[config.mk]
export PLATFORM = sky130hd
export DESIGN_NAME = accel_config_status_regs
export DESIGN_NICKNAME = d
export VERILOG_FILES = /design/src/verilog/accel_regs_pkg.sv /design/src/verilog/axis_readout_if.sv /design/src/verilog/accel_config_status_regs.sv /design/src/verilog/axis_readout_lock.sv
export SDC_FILE = /design/constraint.sdc
export NUM_CORES = 1
export LEC_CHECK = 0
export BUFFER_PORTS_ARGS = -buffer_cell sky130_fd_sc_hd__buf_2
export CELL_PAD_IN_SITES_DETAIL_PLACEMENT = 1
export CELL_PAD_IN_SITES_GLOBAL_PLACEMENT = 1
export CORE_UTILIZATION = 45
export CTS_CLUSTER_SIZE = 25
export DETAILED_ROUTE_END_ITERATION = 7
export GPL_TIMING_DRIVEN = 1
export HOLD_SLACK_MARGIN = 0.08
export PLACE_DENSITY = 0.95
export SLEW_MARGIN = 10
export SYNTH_ARGS = -nofsm -noshare
export SYNTH_HDL_FRONTEND = slang
export SYNTH_HIERARCHICAL = 1
export SYNTH_SLANG_ARGS = --single-unit
export TNS_END_PERCENT = 20
[constraint.sdc]
create_clock -name core_clk_i -period 23.8 [get_ports core_clk_i]
set_input_delay 4.76 -clock core_clk_i [delete_from_list [all_inputs] [get_ports core_clk_i]]
set_output_delay 4.76 -clock core_clk_i [all_outputs]
set_load 0.02 [all_outputs]
[src/verilog/accel_regs_pkg.sv]
// constants, offsets and field layout of the sensor register bank
package accel_regs_pkg;

   // -------------------------------------------------------------------
   // register indices (byte address is four times the index)
   // -------------------------------------------------------------------
   localparam logic [5:0] IDX_ACC_X_LO    = 6'h02;
   localparam logic [5:0] IDX_ACC_X_HI    = 6'h03;
   localparam logic [5:0] IDX_ACC_Y_LO    = 6'h04;
   localparam logic [5:0] IDX_ACC_Y_HI    = 6'h05;
   localparam logic [5:0] IDX_ACC_Z_LO    = 6'h06;
   localparam logic [5:0] IDX_ACC_Z_HI    = 6'h07;
   localparam logic [5:0] IDX_EVT_DETAIL  = 6'h0c;
   localparam logic [5:0] IDX_FULL_SCALE  = 6'h0f;
   localparam logic [5:0] IDX_FILTER_W    = 6'h10;
   localparam logic [5:0] IDX_PWR_DOZE    = 6'h11;
   localparam logic [5:0] IDX_PWR_VARIANT = 6'h12;
   localparam logic [5:0] IDX_READOUT     = 6'h13;
   localparam logic [5:0] IDX_RESTART     = 6'h14;
   localparam logic [5:0] IDX_EN_A        = 6'h16;
   localparam logic [5:0] IDX_EN_B        = 6'h17;
   localparam logic [5:0] IDX_LATCH_CTRL  = 6'h21;

   // -------------------------------------------------------------------
   // field layout, masks and reset values
   // -------------------------------------------------------------------
   localparam logic [7:0] RANGE_RST       = 8'h03;
   localparam logic [7:0] RANGE_MASK      = 8'h0f;
   localparam logic [7:0] BW_RST          = 8'h0f;
   localparam logic [7:0] BW_MASK         = 8'h1f;
   localparam logic [4:0] BW_TOP_RATE     = 5'h0f;
   localparam logic [7:0] DOZE_MASK       = 8'hfe;
   localparam logic [7:0] VARIANT_MASK    = 8'h40;
   localparam logic [7:0] READOUT_MASK    = 8'hc0;
   localparam logic [7:0] EN_A_MASK       = 8'hf7;
   localparam logic [7:0] EN_B_MASK       = 8'h1f;
   localparam logic [7:0] LATCH_MASK      = 8'h0f;
   localparam logic [7:0] CFG_RST         = 8'h00;
   localparam logic [7:0] RESTART_CODE    = 8'hb6;
   localparam int         EN_A_LEVEL_BIT  = 7;
   localparam int         EN_A_POSE_BIT   = 6;
   localparam int         RAW_SEL_BIT     = 7;
   localparam int         SHADOW_DIS_BIT  = 6;
   localparam int         VARIANT_BIT     = 6;
   localparam int         LATCH_CLR_BIT   = 7;
   localparam logic [2:0] LATCH_NONE      = 3'h0;
   localparam logic [2:0] LATCH_KEEP      = 3'h7;

   // -------------------------------------------------------------------
   // timing
   // -------------------------------------------------------------------
   localparam int CLK_PERIOD_NS     = 25;
   localparam int LATCH_TICK_NS     = 250000;
   localparam int LATCH_TICK_CYC    = LATCH_TICK_NS / CLK_PERIOD_NS;
   localparam int RESTART_DELAY_NS  = 1000;
   localparam int RESTART_DELAY_CYC = RESTART_DELAY_NS / CLK_PERIOD_NS;
   localparam int LT_US_A1 = 250;
   localparam int LT_US_A2 = 500;
   localparam int LT_US_A3 = 1000;
   localparam int LT_US_A4 = 12500;
   localparam int LT_US_A5 = 25000;
   localparam int LT_US_A6 = 50000;
   localparam int LT_US_B1 = 250000;
   localparam int LT_US_B2 = 500000;
   localparam int LT_US_B3 = 1000000;
   localparam int LT_US_B4 = 2000000;
   localparam int LT_US_B5 = 4000000;
   localparam int LT_US_B6 = 8000000;
   localparam int LATCH_TICK_US = LATCH_TICK_NS / 1000;

   typedef logic [14:0] latch_ticks_t;

   // hold time of temporary latching, in 250 us ticks
   function automatic latch_ticks_t latch_ticks(input logic [3:0] code);
      int us;
      case (code)
         4'h9:    us = LT_US_A1;
         4'ha:    us = LT_US_A2;
         4'hb:    us = LT_US_A3;
         4'hc:    us = LT_US_A4;
         4'hd:    us = LT_US_A5;
         4'he:    us = LT_US_A6;
         4'h1:    us = LT_US_B1;
         4'h2:    us = LT_US_B2;
         4'h3:    us = LT_US_B3;
         4'h4:    us = LT_US_B4;
         4'h5:    us = LT_US_B5;
         4'h6:    us = LT_US_B6;
         default: us = LT_US_A1;
      endcase
      return latch_ticks_t'(us / LATCH_TICK_US);
   endfunction : latch_ticks

endpackage : accel_regs_pkg

[src/verilog/axis_readout_if.sv]
// signals between the register bank and one axis readout lock
interface axis_readout_if;
   logic [13:0] sample;
   logic        lo_read;
   logic        hi_read;
   logic        lock_en;
   logic [7:0]  lo_byte;
   logic [7:0]  hi_byte;

   modport bank (output sample, lo_read, hi_read, lock_en,
                 input lo_byte, hi_byte);
   modport lock (input sample, lo_read, hi_read, lock_en,
                 output lo_byte, hi_byte);
endinterface : axis_readout_if

[src/verilog/accel_config_status_regs.sv]
// configuration and event status register bank of the sensor
//
// Function
// - event flags set on detection; latch-mode field picks latching, pose excepted
// - status bit 7 is 1 when level, valid only with level enable
// - pose code: bit 2 z facing, bits 1:0 in-plane pose
// - pose code tracks present pose, holds while pose blocked
// - high-acceleration sign bit: 0 positive, 1 negative trigger
// - per-axis bits tell which axis caused high acceleration
// - four-bit range field, reset 0011, reserved codes written like any other
// - five-bit bandwidth field, reset 01111, 01111 and 1xxxx top rate
// - halt, economy and deep-halt bits select main power mode
// - economy-variant bit chooses between paired power modes
// - four-bit doze-length field sets low power sleep phase
// - raw-readout select: 0 filtered data, 1 unfiltered data
// - lock on: low byte read freezes high byte until read
// - writing b6 to restart register resets settings after delay
// - first enable register: level, pose, knocks, per-axis slope
// - second enable register: new data, low, per-axis high
// - flags only produced when their function is enabled
// - latch-mode field: none, latched, or timed 250 us to 8 s
module accel_config_status_regs #(
   parameter int LATCH_TICK_CYC = accel_regs_pkg::LATCH_TICK_CYC
) (
   // clock and reset
   input  wire logic        core_clk_i,
   input  wire logic        reset_n_i,
   // avalon-mm slave
   input  wire logic [7:0]  address_i,
   input  wire logic        read_i,
   input  wire logic        write_i,
   input  wire logic [31:0] writedata_i,
   input  wire logic [3:0]  byteenable_i,
   output logic [31:0]      readdata_o,
   output logic             waitrequest_o,
   // detection engines
   input  wire logic        level_pos_i,
   input  wire logic [2:0]  pose_i,
   input  wire logic        pose_block_i,
   input  wire logic        high_trig_i,
   input  wire logic        high_sign_i,
   input  wire logic [2:0]  high_axis_i,
   // sensing path
   input  wire logic [41:0] acc_filt_i,
   input  wire logic [41:0] acc_raw_i,
   // settings to the sensor
   output logic [3:0]       range_o,
   output logic [4:0]       filter_width_code_o,
   output logic             top_output_rate_o,
   output logic [2:0]       power_mode_o,
   output logic             power_variant_o,
   output logic [3:0]       doze_len_o,
   output logic [7:0]       event_enable_a_o,
   output logic [4:0]       event_enable_b_o,
   output logic             restart_busy_o
);

   // -------------------------------------------------------------------
   // bus handshake
   // -------------------------------------------------------------------
   logic        wait_ff;
   logic [31:0] rdata_ff;
   logic        req;
   logic        commit;
   logic        wr_go;
   logic        rd_go;
   logic [5:0]  idx;
   logic [7:0]  wbyte;
   logic [7:0]  rbyte;

   assign req    = read_i | write_i;
   assign commit = req & ~wait_ff;
   assign wr_go  = commit & write_i & byteenable_i[0];
   assign rd_go  = commit & read_i;
   assign idx    = address_i[7:2];
   assign wbyte  = writedata_i[7:0];

   // one wait cycle, then the answer stands for a single cycle
   always_ff @(posedge core_clk_i or negedge reset_n_i) begin
      if (!reset_n_i) begin
         wait_ff <= 1'b1;
      end else begin
         wait_ff <= ~(req & wait_ff);
      end
   end

   always_ff @(posedge core_clk_i or negedge reset_n_i) begin
      if (!reset_n_i) begin
         rdata_ff <= 32'h0000_0000;
      end else if (req && wait_ff) begin
         rdata_ff <= read_i ? {24'h00_0000, rbyte} : 32'h0000_0000;
      end
   end

   assign waitrequest_o = wait_ff;
   assign readdata_o    = rdata_ff;

   // -------------------------------------------------------------------
   // software restart
   // -------------------------------------------------------------------
   localparam int RC_W = $clog2(accel_regs_pkg::RESTART_DELAY_CYC + 1);
   localparam logic [RC_W-1:0] RC_LOAD =
      RC_W'(accel_regs_pkg::RESTART_DELAY_CYC);

   logic            busy_ff;
   logic [RC_W-1:0] rcnt_ff;
   logic            restart;

   assign restart = busy_ff && (rcnt_ff == '0);

   always_ff @(posedge core_clk_i or negedge reset_n_i) begin
      if (!reset_n_i) begin
         busy_ff <= 1'b0;
         rcnt_ff <= '0;
      end else if (wr_go && idx == accel_regs_pkg::IDX_RESTART &&
                   wbyte == accel_regs_pkg::RESTART_CODE) begin
         busy_ff <= 1'b1;
         rcnt_ff <= RC_LOAD;
      end else if (restart) begin
         busy_ff <= 1'b0;
      end else if (busy_ff) begin
         rcnt_ff <= rcnt_ff - 1'b1;
      end
   end

   assign restart_busy_o = busy_ff;

   // -------------------------------------------------------------------
   // configuration registers
   // -------------------------------------------------------------------
   logic [7:0] range_ff;
   logic [7:0] bw_ff;
   logic [7:0] doze_ff;
   logic [7:0] variant_ff;
   logic [7:0] readout_ff;
   logic [7:0] en_a_ff;
   logic [7:0] en_b_ff;
   logic [7:0] latch_ff;

   always_ff @(posedge core_clk_i or negedge reset_n_i) begin
      if (!reset_n_i) begin
         range_ff   <= accel_regs_pkg::RANGE_RST;
         bw_ff      <= accel_regs_pkg::BW_RST;
         doze_ff    <= accel_regs_pkg::CFG_RST;
         variant_ff <= accel_regs_pkg::CFG_RST;
         readout_ff <= accel_regs_pkg::CFG_RST;
         en_a_ff    <= accel_regs_pkg::CFG_RST;
         en_b_ff    <= accel_regs_pkg::CFG_RST;
         latch_ff   <= accel_regs_pkg::CFG_RST;
      end else if (restart) begin
         range_ff   <= accel_regs_pkg::RANGE_RST;
         bw_ff      <= accel_regs_pkg::BW_RST;
         doze_ff    <= accel_regs_pkg::CFG_RST;
         variant_ff <= accel_regs_pkg::CFG_RST;
         readout_ff <= accel_regs_pkg::CFG_RST;
         en_a_ff    <= accel_regs_pkg::CFG_RST;
         en_b_ff    <= accel_regs_pkg::CFG_RST;
         latch_ff   <= accel_regs_pkg::CFG_RST;
      end else if (wr_go) begin
         case (idx)
            accel_regs_pkg::IDX_FULL_SCALE:
               range_ff <= wbyte & accel_regs_pkg::RANGE_MASK;
            accel_regs_pkg::IDX_FILTER_W:
               bw_ff <= wbyte & accel_regs_pkg::BW_MASK;
            accel_regs_pkg::IDX_PWR_DOZE:
               doze_ff <= wbyte & accel_regs_pkg::DOZE_MASK;
            accel_regs_pkg::IDX_PWR_VARIANT:
               variant_ff <= wbyte & accel_regs_pkg::VARIANT_MASK;
            accel_regs_pkg::IDX_READOUT:
               readout_ff <= wbyte & accel_regs_pkg::READOUT_MASK;
            accel_regs_pkg::IDX_EN_A:
               en_a_ff <= wbyte & accel_regs_pkg::EN_A_MASK;
            accel_regs_pkg::IDX_EN_B:
               en_b_ff <= wbyte & accel_regs_pkg::EN_B_MASK;
            accel_regs_pkg::IDX_LATCH_CTRL:
               latch_ff <= wbyte & accel_regs_pkg::LATCH_MASK;
            default: begin
            end
         endcase
      end
   end

   // settings driven straight from the registers
   assign range_o             = range_ff[3:0];
   assign filter_width_code_o = bw_ff[4:0];
   assign power_mode_o        = doze_ff[7:5];
   assign power_variant_o     =
      variant_ff[accel_regs_pkg::VARIANT_BIT];
   assign doze_len_o          = doze_ff[4:1];
   assign event_enable_a_o    = en_a_ff;
   assign event_enable_b_o    = en_b_ff[4:0];

   logic top_rate_ff;

   always_ff @(posedge core_clk_i or negedge reset_n_i) begin
      if (!reset_n_i) begin
         top_rate_ff <= 1'b1;
      end else begin
         top_rate_ff <=
            (bw_ff[4:0] >= accel_regs_pkg::BW_TOP_RATE);
      end
   end

   assign top_output_rate_o = top_rate_ff;

   // -------------------------------------------------------------------
   // latch period tick
   // -------------------------------------------------------------------
   localparam int TK_W = $clog2(LATCH_TICK_CYC + 1);
   localparam logic [TK_W-1:0] TK_LAST = TK_W'(LATCH_TICK_CYC - 1);

   logic [TK_W-1:0] tick_cnt_ff;
   logic            tick_ff;

   always_ff @(posedge core_clk_i or negedge reset_n_i) begin
      if (!reset_n_i) begin
         tick_cnt_ff <= '0;
         tick_ff     <= 1'b0;
      end else if (tick_cnt_ff == TK_LAST) begin
         tick_cnt_ff <= '0;
         tick_ff     <= 1'b1;
      end else begin
         tick_cnt_ff <= tick_cnt_ff + 1'b1;
         tick_ff     <= 1'b0;
      end
   end

   // -------------------------------------------------------------------
   // event flags: 0 level position, 1 high acceleration
   // -------------------------------------------------------------------
   logic       high_hit;
   logic [1:0] ev_active;
   logic [1:0] ev_flag;
   logic       clr_cmd;
   logic       no_latch;
   logic       keep_latch;

   assign high_hit = high_trig_i && ((high_axis_i & en_b_ff[2:0]) != 3'h0);
   assign ev_active[0] =
      level_pos_i & en_a_ff[accel_regs_pkg::EN_A_LEVEL_BIT];
   assign ev_active[1] = high_hit;
   assign clr_cmd    = wr_go && idx == accel_regs_pkg::IDX_LATCH_CTRL &&
                       wbyte[accel_regs_pkg::LATCH_CLR_BIT];
   assign no_latch   = latch_ff[2:0] == accel_regs_pkg::LATCH_NONE;
   assign keep_latch = latch_ff[2:0] == accel_regs_pkg::LATCH_KEEP;

   for (genvar e = 0; e < 2; e++) begin : g_event
      accel_regs_pkg::latch_ticks_t tmr_ff;
      logic                         flag_ff;

      assign ev_flag[e] = flag_ff;
      // a new hit wins over the clear and restarts the hold time
      always_ff @(posedge core_clk_i or negedge reset_n_i) begin
         if (!reset_n_i) begin
            flag_ff <= 1'b0;
            tmr_ff  <= '0;
         end else if (ev_active[e]) begin
            flag_ff <= 1'b1;
            tmr_ff <= accel_regs_pkg::latch_ticks(latch_ff[3:0]);
         end else if (no_latch || clr_cmd || restart) begin
            flag_ff <= 1'b0;
         end else if (!keep_latch && flag_ff && tick_ff) begin
            if (tmr_ff <= 15'h0001) begin
               flag_ff <= 1'b0;
            end else begin
               tmr_ff <= tmr_ff - 15'h0001;
            end
         end
      end
   end

   // -------------------------------------------------------------------
   // event details
   // -------------------------------------------------------------------
   logic       high_sign_ff;
   logic [2:0] high_axis_ff;
   logic [2:0] pose_ff;

   always_ff @(posedge core_clk_i or negedge reset_n_i) begin
      if (!reset_n_i) begin
         high_sign_ff <= 1'b0;
         high_axis_ff <= 3'h0;
      end else if (high_hit) begin
         high_sign_ff <= high_sign_i;
         high_axis_ff <= high_axis_i & en_b_ff[2:0];
      end
   end

   // pose follows live state, never latched
   always_ff @(posedge core_clk_i or negedge reset_n_i) begin
      if (!reset_n_i) begin
         pose_ff <= 3'h0;
      end else if (en_a_ff[accel_regs_pkg::EN_A_POSE_BIT] &&
                   !pose_block_i) begin
         pose_ff <= pose_i;
      end
   end

   logic [7:0] detail;

   assign detail = {ev_flag[0], pose_ff,
                    ev_flag[1] ? {high_sign_ff, high_axis_ff}
                                  : 4'h0};

   // -------------------------------------------------------------------
   // acceleration readout
   // -------------------------------------------------------------------
   axis_readout_if axis_rd [3] ();
   logic [7:0] acc_lo [3];
   logic [7:0] acc_hi [3];

   for (genvar a = 0; a < 3; a++) begin : g_axis
      localparam logic [5:0] LO_IDX = accel_regs_pkg::IDX_ACC_X_LO +
                                      6'(2 * a);

      assign axis_rd[a].sample =
         readout_ff[accel_regs_pkg::RAW_SEL_BIT]
            ? acc_raw_i[14*a +: 14] : acc_filt_i[14*a +: 14];
      assign axis_rd[a].lo_read = rd_go && idx == LO_IDX;
      assign axis_rd[a].hi_read = rd_go && idx == LO_IDX + 6'h01;
      assign axis_rd[a].lock_en =
         ~readout_ff[accel_regs_pkg::SHADOW_DIS_BIT];
      assign acc_lo[a] = axis_rd[a].lo_byte;
      assign acc_hi[a] = axis_rd[a].hi_byte;

      axis_readout_lock u_lock (
         .core_clk_i (core_clk_i),
         .reset_n_i  (reset_n_i),
         .rd         (axis_rd[a])
      );
   end

   // -------------------------------------------------------------------
   // read mux
   // -------------------------------------------------------------------
   always_comb begin
      case (idx)
         accel_regs_pkg::IDX_ACC_X_LO:    rbyte = acc_lo[0];
         accel_regs_pkg::IDX_ACC_X_HI:    rbyte = acc_hi[0];
         accel_regs_pkg::IDX_ACC_Y_LO:    rbyte = acc_lo[1];
         accel_regs_pkg::IDX_ACC_Y_HI:    rbyte = acc_hi[1];
         accel_regs_pkg::IDX_ACC_Z_LO:    rbyte = acc_lo[2];
         accel_regs_pkg::IDX_ACC_Z_HI:    rbyte = acc_hi[2];
         accel_regs_pkg::IDX_EVT_DETAIL:  rbyte = detail;
         accel_regs_pkg::IDX_FULL_SCALE:  rbyte = range_ff;
         accel_regs_pkg::IDX_FILTER_W:    rbyte = bw_ff;
         accel_regs_pkg::IDX_PWR_DOZE:    rbyte = doze_ff;
         accel_regs_pkg::IDX_PWR_VARIANT: rbyte = variant_ff;
         accel_regs_pkg::IDX_READOUT:     rbyte = readout_ff;
         accel_regs_pkg::IDX_EN_A:        rbyte = en_a_ff;
         accel_regs_pkg::IDX_EN_B:        rbyte = en_b_ff;
         accel_regs_pkg::IDX_LATCH_CTRL:  rbyte = latch_ff;
         default:                         rbyte = 8'h00;
      endcase
   end

endmodule : accel_config_status_regs

[src/verilog/axis_readout_lock.sv]
// one axis readout with high byte frozen between low and high reads
module axis_readout_lock (
   // clock and reset
   input  wire logic       core_clk_i,
   input  wire logic       reset_n_i,
   // bank side
   axis_readout_if.lock    rd
);

   logic       hold_ff;
   logic [7:0] hi_ff;

   // -------------------------------------------------------------------
   // freeze
   // -------------------------------------------------------------------
   always_ff @(posedge core_clk_i or negedge reset_n_i) begin
      if (!reset_n_i) begin
         hold_ff <= 1'b0;
      end else if (rd.hi_read) begin
         hold_ff <= 1'b0;
      end else if (rd.lo_read && rd.lock_en) begin
         hold_ff <= 1'b1;
      end
   end

   always_ff @(posedge core_clk_i or negedge reset_n_i) begin
      if (!reset_n_i) begin
         hi_ff <= 8'h00;
      end else if (rd.lo_read && rd.lock_en) begin
         hi_ff <= rd.sample[13:6];
      end
   end

   assign rd.lo_byte = {rd.sample[5:0], 2'h0};
   assign rd.hi_byte = hold_ff ? hi_ff : rd.sample[13:6];

endmodule : axis_readout_lock
==> metrics.txt <==
status complete, no violations; largest net degree at the start of global routing 82; number of iterations in the first detailed-routing pass 8; area grow syn2layout 10.2%; final hold vios 0; hold_sp readdata_o[0]; Fmax 74.7 MHz; critical path required time 24.19 ns; Top-Level Pins 207; Power Density 88.1 nW/µm²; Mean Syn Cell Area between 8 and 9 µm²; Max Clock Skew 0.0118 ns; die height 169 µm; port bufs between 150 and 200; Routed wire per std cell 25.8 µm; Mapped Area ~12000 µm²; fin nets 1724; fin. max-slew vios 0; root buffer cell clkbuf_16; WS Path Type reg2reg; Die ar. 28400 µm²; Via density 6.84; Yosys reg bits 133; Vias around 13000; total placed cells including tap cells 1920; GP Congestion around 0.9; Initial Util 46.1%; Inserted Clock Buffers 17; total gr overflow 0; reg-to-reg startpoint latch_ff[0]; worst stage delay on the critical path 0.90 ns; row cnt 60; Post-CTS Resized 0; PnR worst setup slack 10.42 ns; Place WS 11.06 ns; Total Routing Usage GR a little over a third; R2R depth 34; Multi-input gate area approximately 8400 µm²; Residual DRC 0; Worst Hold End readdata_o[0]; initial antenna violation count 3; endpoint kind of the worst setup timing path register; CTS clk-pin slew, worst paths around 0.07 ns; register area share after synthesis 26.7%; ratio of cells with drive above 1 in the final layout 24.5%; post-CTS setup buffer count 0; crit path max fanout 16; initial drt markers 1526; Synth cell types 118; vias in the first global route 13900; post-route ant nets 0; Lkg Pwr 0.00595 µW; Hold-fix buffers, CTS 0; smallest hold slack slightly below 0.5 ns; Synth Instances 1477; YS warnings 6; detailed placement HPWL 33.7 mm; R2R setup slack around 10 ns; Clock Path Buffers 2; slew at the pin closest to its max-slew limit approximately 1.3 ns; IR Drop Worst-Case VDD 0.0418 mV; htree depth 4; Critical Path AT 13.77 ns; final WL 50.4 mm; Filler cells 3202; RSZ-0062 raised after global routing false; Setup Viol. Count Final 0; Synth async-reset ratio 100%; worst skew pair latency ~0.46 ns; Final period util between 50% and 60%; Most used DFF post-synth dfrtp_1; Setup TNS Final 0 ns; fin crit period 13.38 ns; Post-synth EDFFs 0; global-route wire length before repair 78.5 mm; hold path cells 1; slew margin rel. 15.3%; CTS sink cnt around 130; DIE WIDTH roughly 170 µm; CORE AREA 27100 µm²; RR Endpoint g_event[0].tmr_ff[0]; max_cap viols 0; type of the worst min-delay path reg2reg; Final Instance Count excl. Fillers 1952; Critical Path Start Type register; CTS tree yes; Seq. cell area 3340 µm²; Worst path slowest cell nor4_1
==> state kept, by name, indices dropped and copies added, names as in the netlist <==
name	flops
waitrequest_o	1
range_ff	4
high_sign_ff	1
en_b_ff	5
readout_ff	2
readdata_o	8
doze_ff	7
restart_busy_o	1
g_event.tmr_ff	30
bw_ff	5
latch_ff	4
top_output_rate_o	1
variant_ff	1
high_axis_ff	3
pose_ff	3
tick_ff	1
tick_cnt_ff	14
g_axis.u_lock/hi_ff	24
g_axis.u_lock/hold_ff	3
event_enable_a_o	7
g_event.flag_ff	2
rcnt_ff	6
==> synth_stat cells (7+ instances only) <==
library cell / count / area, µm²
ha_1: 15 / 188
o21ai_0: 60 / 300
a22o_1: 9 / 78.8
a31oi_1: 15 / 93.8
nor2b_1: 15 / 93.8
dfrtp_1: 125 / 3130
nor3_1: 41 / 205
mux2i_1: 25 / 250
nand3_1: 71 / 355
nand2_1: 154 / 578
and2_1: 14 / 87.6
a221oi_1: 15 / 131
nor2_1: 136 / 510
buf_2: 13 / 65.1
o221ai_1: 7 / 61.3
nand2b_1: 15 / 93.8
nor4_1: 13 / 81.3
a21boi_0: 10 / 75.1
and3_1: 10 / 62.6
inv_1: 20 / 75.1
or4_1: 7 / 52.6
xnor2_1: 33 / 289
mux2_2: 97 / 1090
o31ai_1: 9 / 67.6
a21o_1: 19 / 143
o21a_1: 17 / 128
a22oi_1: 13 / 97.6
a32o_1: 7 / 70.1
dfstp_2: 8 / 210
clkbuf_1: 34 / 128
nand4_1: 11 / 68.8
buf_6: 9 / 101
buf_4: 55 / 413
a211oi_1: 14 / 105
a21oi_1: 91 / 455
or2_2: 12 / 75.1
o21ai_1: 14 / 70.1
a211o_1: 7 / 61.3
xor2_1: 30 / 263
==> worst max path at each step <==
stage | end | start | cells past startpoint | slack (ns)
2_1_floorplan | g_event[1].tmr_ff[0] | latch_ff[0] | 40 | 13.63
3_3_place_gp | g_event[0].tmr_ff[0] | latch_ff[0] | 33 | 11.58
3_5_place_dp | g_event[1].tmr_ff[0] | latch_ff[0] | 34 | 11.06
4_1_cts | g_event[0].tmr_ff[0] | latch_ff[0] | 34 | 10.93
5_1_grt | g_event[0].tmr_ff[0] | latch_ff[0] | 35 | 9.72
6_report | g_event[0].tmr_ff[0] | latch_ff[0] | 34 | 10.42
==> report_power, final <==
group / internal [µW] / switching [µW]
clock network: 172 / 112
registers: 265 / 49.0
logic: 232 / 385
total: 668 / 545
==> final cells by class <==
cell class              instances  share of cell area, %
well taps                     372                   3.38
diodes                          1                 0.0182
multi-input cells            1232                   61.3
clock inverters                 9                  0.917
clock buffers                  22                   3.44
flip-flops and latches        133                   24.2
repair buffers                161                   6.06
inverters                      22                  0.600
==> worst max-delay path, delay by kind of cell, from the launching register on <==
kind | cells | cell delay, ns
mux | 1 | 0.27
buf+inv | 2 | 0.35
simple gates | 11 | 4.50
flops | 1 | 0.75
compound gates | 16 | 5.93
xor+xnor | 3 | 0.82
fa+ha+maj | 1 | 0.67
==> cell families (layout without fill, tap and decap cells) <==
group,count (synthesis),in the layout,synth area share (%)
xor gates and xnor gates,66,66,4.81
DFF,133,133,26.7
muxes,130,130,12.0
other,4,32,0.120
AOI/OAI and AO/OA,422,422,25.1
adders and majority gates,18,18,1.74
buffers and inverters,139,214,6.50
and+or+nand+nor,565,565,23.1
==> metal layers <==
layer	GRT usage, %	wire length (µm)	vias to the layer above	share of wire (%)
met5	0	24	-	0.048
met4	22.8	3180	4	6.3
met3	7.86	4370	295	8.7
li1	-	-	5633	-
met1	40.9	18900	6571	38
met2	58.8	23900	843	47
==> layout by cell type (no fill, tap or decap), types with 7 or more instances in the layout <==
| cell | instances |
|---|---|
| o21ai_0 | 60 |
| nor4_1 | 13 |
| a22oi_1 | 13 |
| a21boi_0 | 10 |
| or4_1 | 7 |
| conb_1 | 31 |
| nor3_1 | 41 |
| nor2b_1 | 14 |
| a211o_1 | 7 |
| xor2_1 | 30 |
| nand3_1 | 71 |
| o31ai_1 | 9 |
| nor2_1 | 136 |
| xnor2_1 | 33 |
| o21a_1 | 17 |
| ha_1 | 15 |
| inv_1 | 20 |
| and2_1 | 14 |
| a22o_1 | 9 |
| and3_1 | 10 |
| or2_2 | 12 |
| dfrtp_1 | 124 |
| mux2i_1 | 25 |
| o21ai_1 | 14 |
| a21o_1 | 19 |
| clkbuf_16 | 17 |
| o221ai_1 | 7 |
| nand4_1 | 11 |
| a21oi_1 | 91 |
| a221oi_1 | 15 |
| dfstp_2 | 8 |
| a32o_1 | 7 |
| a31oi_1 | 15 |
| buf_2 | 151 |
| nand2_1 | 154 |
| a211oi_1 | 14 |
| buf_4 | 9 |
| mux2_2 | 97 |
| nand2b_1 | 15 |
==> stage by stage <==
stage | total power (µW) | util [%] | instance area (µm²)
2_1_floorplan | 755 | - | 12600
3_3_place_gp | 853 | 48.6 | 13200
3_5_place_dp | 892 | 48.6 | 13200
4_1_cts | 1190 | 50.8 | 13800
5_1_grt | 1260 | 50.8 | 13800
6_report | 1210 | 50.8 | 13800
Power figures use the tool's default switching activity.
